### config.mk
export PLATFORM = sky130hd
export DESIGN_NAME = esf_event_status
export DESIGN_NICKNAME = d
export VERILOG_FILES = /design/src/design/esf_pkg.sv /design/src/design/esf_pulse_gen.sv /design/src/design/esf_event_status.sv
export VERILOG_INCLUDE_DIRS = /design/src /design/src/design
export SDC_FILE = /design/constraint.sdc
export NUM_CORES = 1
export LEC_CHECK = 0
export BUFFER_PORTS_ARGS = -buffer_cell sky130_fd_sc_hd__buf_2
export CELL_PAD_IN_SITES_DETAIL_PLACEMENT = 1
export CELL_PAD_IN_SITES_GLOBAL_PLACEMENT = 1
export CORE_MARGIN = 3
export CORE_UTILIZATION = 48
export CTS_CLUSTER_SIZE = 24
export DETAILED_ROUTE_END_ITERATION = 10
export PLACE_DENSITY_LB_ADDON = 0.15
export SYNTH_ARGS = -nofsm -noshare
export SYNTH_HDL_FRONTEND = slang
export SYNTH_SLANG_ARGS = --single-unit
### constraint.sdc
create_clock -name clk_in -period 3.3 [get_ports clk_in]
set_input_delay 0 -clock clk_in [delete_from_list [all_inputs] [get_ports clk_in]]
set_output_delay 0 -clock clk_in [all_outputs]
set_load 0.01 [all_outputs]
### src/design/esf_params.svh
// Constants for the event status flag block: offsets, fields, resets, timing.
// Assumes inclusion by bare name from design files; definitions only.
`ifndef ESF_PARAMS_SVH
`define ESF_PARAMS_SVH

// Register offset and width
`define ESF_EVENT_STATUS_OFFSET 8'h00
`define ESF_REG_WIDTH           8

// Bit positions in the status byte
`define ESF_BIT_DATA_READY      7
`define ESF_BIT_OVERFLOW        6
`define ESF_BIT_BUFFER_EVENT    5
`define ESF_BIT_OUT_OF_BAND     4
`define ESF_BIT_IN_BAND         3
`define ESF_BIT_ORIENTATION     2
`define ESF_BIT_AUTO_SLEEP      1
`define ESF_BIT_BOOT_DONE       0

// Reset value: only boot-done set
`define ESF_EVENT_STATUS_RESET  8'h01

// Buffer mode disabled code
`define ESF_BUF_MODE_OFF        2'h0

// Interrupt pulse width in microseconds and clock rate in MHz
`define ESF_PULSE_WIDTH_US      5000
`define ESF_CLK_MHZ             250
`define ESF_PULSE_CYCLES        (`ESF_PULSE_WIDTH_US * `ESF_CLK_MHZ)

`endif

### src/design/esf_pkg.sv
// Types shared by the event status flag block.
// Assumes nothing beyond a SystemVerilog compiler.
package esf_pkg;

  typedef logic [7:0] esf_byte_t;
  typedef logic [1:0] esf_buf_mode_t;

  // Interrupt pulse sequencer states
  typedef enum logic [0:0] {
    ESF_PULSE_IDLE,
    ESF_PULSE_ACTIVE
  } esf_pulse_state_t;

endpackage

### src/design/esf_pulse_gen.sv
// Self-clearing pulse generator for the data-ready interrupt.
// Assumes trigger is a one-cycle pulse; standby ends the pulse at once.
`timescale 1ns/1ps
`include "esf_params.svh"

module esf_pulse_gen #(
  parameter int unsigned PULSE_CYCLES = `ESF_PULSE_CYCLES
) (
  input  wire logic clk_in,      // System clock
  input  wire logic rst_n_in,    // Synchronised reset, active low
  input  wire logic trigger_in,  // Start a new pulse
  input  wire logic standby_in,  // Device in standby
  output logic      pulse_out    // Pulse output
);
  import esf_pkg::*;

  esf_pulse_state_t state;
  esf_pulse_state_t next_state;
  logic [31:0]      count;
  logic [31:0]      next_count;
  wire logic        expired;

  // Terminal count of the pulse window
  assign expired   = (count >= PULSE_CYCLES - 32'h1);
  assign pulse_out = (state == ESF_PULSE_ACTIVE);

  // Next-state logic
  always_comb begin
    next_state = state;
    next_count = count;
    unique case (state)
      ESF_PULSE_IDLE: begin
        next_count = 32'h0;
        if (trigger_in && !standby_in) begin
          next_state = ESF_PULSE_ACTIVE;
        end
      end
      ESF_PULSE_ACTIVE: begin
        next_count = count + 32'h1;
        if (standby_in || expired) begin
          next_state = ESF_PULSE_IDLE;
          next_count = 32'h0;
        end
      end
    endcase
  end

  // State registers
  always_ff @(posedge clk_in or negedge rst_n_in) begin
    if (!rst_n_in) begin
      state <= ESF_PULSE_IDLE;
      count <= 32'h0;
    end else begin
      state <= next_state;
      count <= next_count;
    end
  end

endmodule

### src/design/esf_event_status.sv
// Event status register of a three-axis motion sensor: flag logic and the
// status byte; the interrupt pulse timer is a submodule.
// Assumes a register interface that presents one-cycle read strobes and
// inputs synchronous to the clock; reset may be asserted at any time.
// Timing: strobes are sampled on the rising edge and show in the status
// byte from the next cycle on. A set and a clearing read in the same
// cycle leave the flag set, so a set landing during a read is not lost.
// The strap is registered, so a change of strap takes one cycle.
// Limits: the buffer, threshold, orientation and auto-sleep flags are
// levels owned by other functions and are copied here, one cycle late;
// the buffer flag is also masked to zero outside buffer mode.
`timescale 1ns/1ps
`include "esf_params.svh"

module esf_event_status #(
  parameter int unsigned PULSE_CYCLES = `ESF_PULSE_CYCLES
) (
  input  wire logic              clk_in,              // 250 MHz clock
  input  wire logic              reset_n_in,          // Async reset, active low
  input  wire logic              new_data_in,         // New result set latched, pulse
  input  wire logic              read_status_in,      // Status register read, pulse
  input  wire logic              read_axis_in,        // Axis output register read, pulse
  input  wire logic              read_vector_magnitude_regs_in,        // Vector magnitude register read, pulse
  input  wire esf_pkg::esf_buf_mode_t buf_mode_in,    // Buffer mode field
  input  wire logic              wake_pin_mode_strap_in, // Wake-pin mode strap
  input  wire logic              standby_in,          // Device in standby
  input  wire logic              buffer_event_in,     // Any buffer status event
  input  wire logic              out_of_band_in,      // Out-of-band event flag
  input  wire logic              in_band_in,          // In-band event flag
  input  wire logic              orientation_in,      // Orientation event flag
  input  wire logic              auto_sleep_in,       // Auto-sleep event flag
  input  wire logic              boot_clear_in,       // Clears boot-done, pulse
  output esf_pkg::esf_byte_t     event_status_out,    // Status byte
  output logic                   data_ready_int_out   // Data-ready interrupt
);
  import esf_pkg::*;

  // Reset synchroniser stages
  logic            rst_meta;        // First stage, read only by the second
  logic            rst_sync_n;      // Released copy of the reset

  // Registered state
  logic            strap_mode;      // Strap level, one cycle late
  logic            data_ready_flag; // Result set waiting for the host
  logic            overflow_flag;   // Result set overwritten unread
  logic            boot_done_flag;  // Boot sequence finished
  logic            set_unread;      // Latest set has had no axis read
  logic            pulse;           // Pulse-mode interrupt level

  // Decoded conditions and next values
  wire logic       buf_enabled;     // Output buffer in use
  wire logic       out_read;        // Axis or vector magnitude read
  wire logic       dr_set;          // Data-ready set event
  wire logic       dr_clear;        // Data-ready clear event
  wire logic       ovf_set;         // Overflow set event
  wire logic       ovf_clear;       // Overflow clear event
  wire logic       pulse_start;     // Starts an interrupt pulse
  wire logic       next_data_ready; // Data-ready after this edge
  wire logic       next_overflow;   // Overflow after this edge
  wire logic       next_set_unread; // Unread tracker after this edge
  wire logic       next_boot_done;  // Boot-done after this edge
  wire logic [4:1] pass_flags;      // Copied flags, status bit order
  wire esf_byte_t  next_status;     // Status byte after this edge

  // Reset release through two flops; assertion stays asynchronous.
  // Nothing but the second stage reads the first.
  always_ff @(posedge clk_in or negedge reset_n_in) begin
    if (!reset_n_in) begin
      rst_meta   <= 1'b0;
      rst_sync_n <= 1'b0;
    end else begin
      rst_meta   <= 1'b1;
      rst_sync_n <= rst_meta;
    end
  end

  // Buffer gating and output read decode
  assign buf_enabled = (buf_mode_in != `ESF_BUF_MODE_OFF);
  assign out_read    = read_axis_in | read_vector_magnitude_regs_in;

  // Data-ready events: a new set sets, any output read clears
  assign dr_set   = new_data_in;
  assign dr_clear = out_read;

  // Data-ready selection: buffer mode overrides everything,
  // then a set beats a clear in the same cycle
  assign next_data_ready = buf_enabled ? 1'b0 :
                           dr_set      ? 1'b1 :
                           dr_clear    ? 1'b0 :
                           data_ready_flag;

  // Unread tracker: only axis reads count as reading a set, so a
  // vector magnitude read alone leaves the set unread. Buffer mode
  // empties it, so leaving buffer mode cannot raise a stale overflow.
  assign next_set_unread = buf_enabled  ? 1'b0 :
                           new_data_in  ? 1'b1 :
                           read_axis_in ? 1'b0 :
                           set_unread;

  // Overflow events: a set landing on an unread set, and status reads.
  // An axis read in the same cycle as the new set comes too late.
  assign ovf_set   = new_data_in & set_unread;
  assign ovf_clear = read_status_in;

  // Overflow selection: buffer mode overrides, then set beats clear
  assign next_overflow = buf_enabled ? 1'b0 :
                         ovf_set     ? 1'b1 :
                         ovf_clear   ? 1'b0 :
                         overflow_flag;

  // Boot-done only ever falls after reset
  assign next_boot_done = boot_done_flag & ~boot_clear_in;

  // Flags owned by other functions, in status bit order
  assign pass_flags = {out_of_band_in, in_band_in, orientation_in, auto_sleep_in};

  // Status byte: owned flags from their next values, buffer flag gated by mode
  assign next_status[`ESF_BIT_DATA_READY]   = next_data_ready;
  assign next_status[`ESF_BIT_OVERFLOW]     = next_overflow;
  assign next_status[`ESF_BIT_BUFFER_EVENT] = buffer_event_in & buf_enabled;
  assign next_status[`ESF_BIT_BOOT_DONE]    = next_boot_done;

  // Copied flags, one bit each
  for (genvar b = `ESF_BIT_AUTO_SLEEP; b <= `ESF_BIT_OUT_OF_BAND; b++) begin : g_pass
    assign next_status[b] = pass_flags[b];
  end

  // Strap capture; the strap is a board tie,
  // so one cycle of lag is harmless
  always_ff @(posedge clk_in or negedge rst_sync_n) begin
    if (!rst_sync_n) begin
      strap_mode <= 1'b0;
    end else begin
      strap_mode <= wake_pin_mode_strap_in;
    end
  end

  // Data-ready flag; falls on output reads and in buffer mode,
  // rises on each new set outside buffer mode
  always_ff @(posedge clk_in or negedge rst_sync_n) begin
    if (!rst_sync_n) begin
      data_ready_flag <= 1'b0;
    end else begin
      data_ready_flag <= next_data_ready;
    end
  end

  // Overflow flag; falls on status reads and in buffer mode,
  // rises when a set lands on an unread one
  always_ff @(posedge clk_in or negedge rst_sync_n) begin
    if (!rst_sync_n) begin
      overflow_flag <= 1'b0;
    end else begin
      overflow_flag <= next_overflow;
    end
  end

  // Unread tracker register; empty after reset, so the
  // first set after reset never counts as an overflow
  always_ff @(posedge clk_in or negedge rst_sync_n) begin
    if (!rst_sync_n) begin
      set_unread <= 1'b0;
    end else begin
      set_unread <= next_set_unread;
    end
  end

  // Boot-done flag; set by reset only
  always_ff @(posedge clk_in or negedge rst_sync_n) begin
    if (!rst_sync_n) begin
      boot_done_flag <= 1'b1;
    end else begin
      boot_done_flag <= next_boot_done;
    end
  end

  // Status byte register, loaded from the next values so that the
  // byte never lags the owned flags it shows
  always_ff @(posedge clk_in or negedge rst_sync_n) begin
    if (!rst_sync_n) begin
      event_status_out <= `ESF_EVENT_STATUS_RESET;
    end else begin
      event_status_out <= next_status;
    end
  end

  // Pulse start: new sets outside buffer mode, in pulse mode only.
  // A set during a running pulse does not stretch it.
  assign pulse_start = new_data_in & ~buf_enabled & strap_mode;

  // Pulse mode interrupt; standby cuts a running pulse short
  // instead of letting it run to its full width
  esf_pulse_gen #(
    .PULSE_CYCLES (PULSE_CYCLES)
  ) u_pulse (
    .clk_in     (clk_in),
    .rst_n_in   (rst_sync_n),
    .trigger_in (pulse_start),
    .standby_in (standby_in),
    .pulse_out  (pulse)
  );

  // Interrupt select: the level follows the flag with the strap low,
  // the self-clearing pulse with it high
  assign data_ready_int_out = strap_mode ? pulse : data_ready_flag;

endmodule

==> impl_metrics.tcl <==
set metrics [dict create \
    nets 231 \
    track_usage 0.226 \
    clkSinkCount 45 \
    drive_gt1_frac 0.195 \
    drv_cap 0 \
    wl_per_cell_um 17.5 \
    areaGrowthSynthToFinish_pct 22.9 \
    setup_tns_ns 0 \
    worst_clock_skew_ns 0.00483 \
    path_clk_slew_ns 0.08 \
    p_leak_nw 0.959 \
    vias 1444 \
    crit_family "compound AO/OA/AOI/OAI gates" \
    end_kind "flop" \
    worstMarginPinSlew_ns 0.678 \
    die_w_um 68.5 \
    p_per_area_nw_per_um2 446 \
    cts_hold_buf 12 \
    p_total_w 0.00103 \
    yosysUniqueCellTypes 32 \
    start_util 0.504 \
    drv_slew 0 \
    dieArea_um2 4690 \
    p_int_w 0.000813 \
    finalHoldViolations 0 \
    drt_iter0_markers 109 \
    cts_setup_buffers 0 \
    antenna_found_initial 0 \
    cp_data_required_time_ns 3.48 \
    layout_min_cycle_time_ns 2.31 \
    path_class "reg -> reg" \
    seqPwrFrac 0.557 \
    syn_avg_cell_area_um2 11.3 \
    p_switching_w 0.000213 \
    highest_layer "met4" \
    clkPwrFrac 0.401 \
    cts_tree "built" \
    hp-class "in -> reg" \
    htreeDepth 2 \
    synth_edf_count 0 \
    cts_root_buf "clkbuf_8" \
    ys.flop_type "dfrtp_1" \
    cp_data_arrival_time_ns 2.49 \
    met3WireLength_um 186 \
    globalplace.congestion 0.807 \
    grt_pass1_wl_um 7530 \
    cp_max_fo 7 \
    wirelength_um 4610 \
    ys_seq_area_frac 0.601 \
    antenna_left 0 \
    cp_slowest_stage_delay_ns 0.55 \
    core_area_um2 3720 \
    relSlewSlack 0.548 \
    ios 25 \
    finalCritPeriodShare 0.700 \
    grt-ovfl-total 0 \
    wl_met1_um 1880 \
    setup_viol 0 \
    synth_area_um2 1870 \
    crit_slowest_cell "a2111oi_0" \
    p_comb_frac 0.042 \
    clk_path_buf_depth 2 \
    avgViaCountPerCell 5.49 \
    critPathBufInv 1 \
    dp_hpwl_um 3110 \
    status "completed" \
    grt_max_degree 27 \
    synthArstFlopShare 1.00 \
    die_h_um 68.5 \
    max_freq_mhz 433 \
    ys_warn_count 0 \
    io_buffers 24 \
    worstSkewPairLatency_ns 0.30 \
    path_cells "a211o_1, a2111oi_0, a21oi_1, buf_4, a211oi_1" \
    met2_length_um 2430 \
    antenna_cells 0 \
    vdd_ir_drop_max_uv 302 \
    ys_ff_latch 45 \
    ctsResizeCount 0 \
    drc_errors 0 \
    start_kind "flop" \
    rsz0062_at_grt "no" \
    dr.pass1.iters 4 \
    grt_pass1_vias 1606 \
    fp-row-count 22 \
    swShare 0.208 \
    cts_buffers 5 \
    netlist_instances 166 \
]
==> worst reg2reg max path: stages (launching register included) <==
cell and delay, ns:
dfrtp_1 0.46, a211o_1 0.31, a2111oi_0 0.55, a21oi_1 0.33, buf_4 0.26, a211oi_1 0.28
==> cells by family (layout without fill, tap and decap cells) <==
group	Yosys count	count (layout)	share of synthesized area
other cells	2	12	0.00401
buf+inv	15	54	0.0387
xor+xnor	13	13	0.0607
compound gates	21	21	0.0794
fa+ha+maj	1	1	0.00667
flops	45	45	0.601
mux	1	1	0.00601
simple gates	68	68	0.203
==> layout make-up <==
| type | instances | area (µm²) |
|---|---|---|
| Fill cell | 412 | 1410 |
| Sequential cell | 45 | 1130 |
| Multi-Input combinational cell | 116 | 712 |
| Timing Repair Buffer | 40 | 270 |
| Clock buffer | 6 | 72.6 |
| Tap cell | 48 | 60.1 |
| Clock inverter | 2 | 38.8 |
| Inverter | 6 | 22.5 |
==> cells in the mapped netlist (all sizes together), types with 3 or more instances <==
master / instances / area (µm²)
a211oi: 6 / 60.1
a21oi: 3 / 15.0
buf: 7 / 42.5
dfrtp: 44 / 1100
inv: 6 / 22.5
nand2: 6 / 22.5
nand3: 5 / 30.0
nand4: 10 / 62.6
nor2: 6 / 22.5
nor3: 23 / 115
o21ai: 8 / 40.0
or3: 6 / 37.5
or4: 4 / 33.8
xnor2: 10 / 87.6
xor2: 3 / 26.3
==> state kept, by name, summed over array words and instances (netlist names) <==
signal             count
data_ready_flag        1
event_status_out       7
rst_sync_n             1
u_pulse.count         32
rst_meta               1
u_pulse.pulse_out      1
strap_mode             1
set_unread             1
==> final timing paths <==
check                                           end  cells past startpoint  slack (ns)              from
worst max-delay path              u_pulse.count[20]                      5        0.99  u_pulse.count[9]
worst min-delay path                data_ready_flag                      3        0.03       new_data_in
worst max register to register    u_pulse.count[20]                      5        0.99  u_pulse.count[9]
worst min register to register  event_status_out[3]                      0        0.28        rst_sync_n
max in group asynchronous          u_pulse.count[5]                      1        2.21        rst_sync_n
min in group asynchronous       event_status_out[3]                      0        0.28        rst_sync_n
==> through the flow <==
step,worst slack (ns),util,cells,cell area [µm²],hold slack [ns]
finish,0.989,0.620,263,2300,0.0274
global route,0.763,0.620,263,2300,0.0580
CTS,1.02,0.620,263,2300,0.0208
detailed placement,1.08,0.558,243,2070,-0.214
global placement,1.23,0.558,243,2070,-0.215
floorplan,1.41,-,176,1910,-0.296
==> layer usage <==
layer,GRT usage,vias up
met3,0.0519,11
met5,0,-
li1,-,676
met1,0.256,719
met2,0.395,38
met4,0.114,0
==> power by group through the flow <==
stage | logic [W] | registers (W) | clock network [W]
final | 0.0000428 | 0.000572 | 0.000411
after CTS | 0.0000422 | 0.000573 | 0.000418
after detailed placement | 0.0000319 | 0.000584 | 0
after global routing | 0.0000482 | 0.000574 | 0.000442
after floorplan | 0.00000758 | 0.000588 | 0
after global placement | 0.0000304 | 0.000582 | 0
==> cells in the final DEF (no fill, tap or decap), types with 2 or more instances in the layout <==
cell,netlist,final
dlygate4sd3_1,0,12
a211oi_1,3,3
buf_2,4,24
nor3_1,23,23
xnor2_1,10,10
nand2_1,6,6
inv_1,6,6
nand3_1,4,4
nand4_1,10,10
a211oi_2,3,3
or3_1,6,6
dfrtp_1,44,44
clkbuf_8,0,5
conb_1,2,12
xor2_1,3,3
or4_1,3,3
nor3b_1,2,2
nor2b_1,2,2
a211o_1,2,2
buf_4,3,4
o21ai_0,8,8
and3_1,2,2
nor2_1,6,6
a21oi_1,3,3
Note: power is estimated with default switching activity, not from simulation.
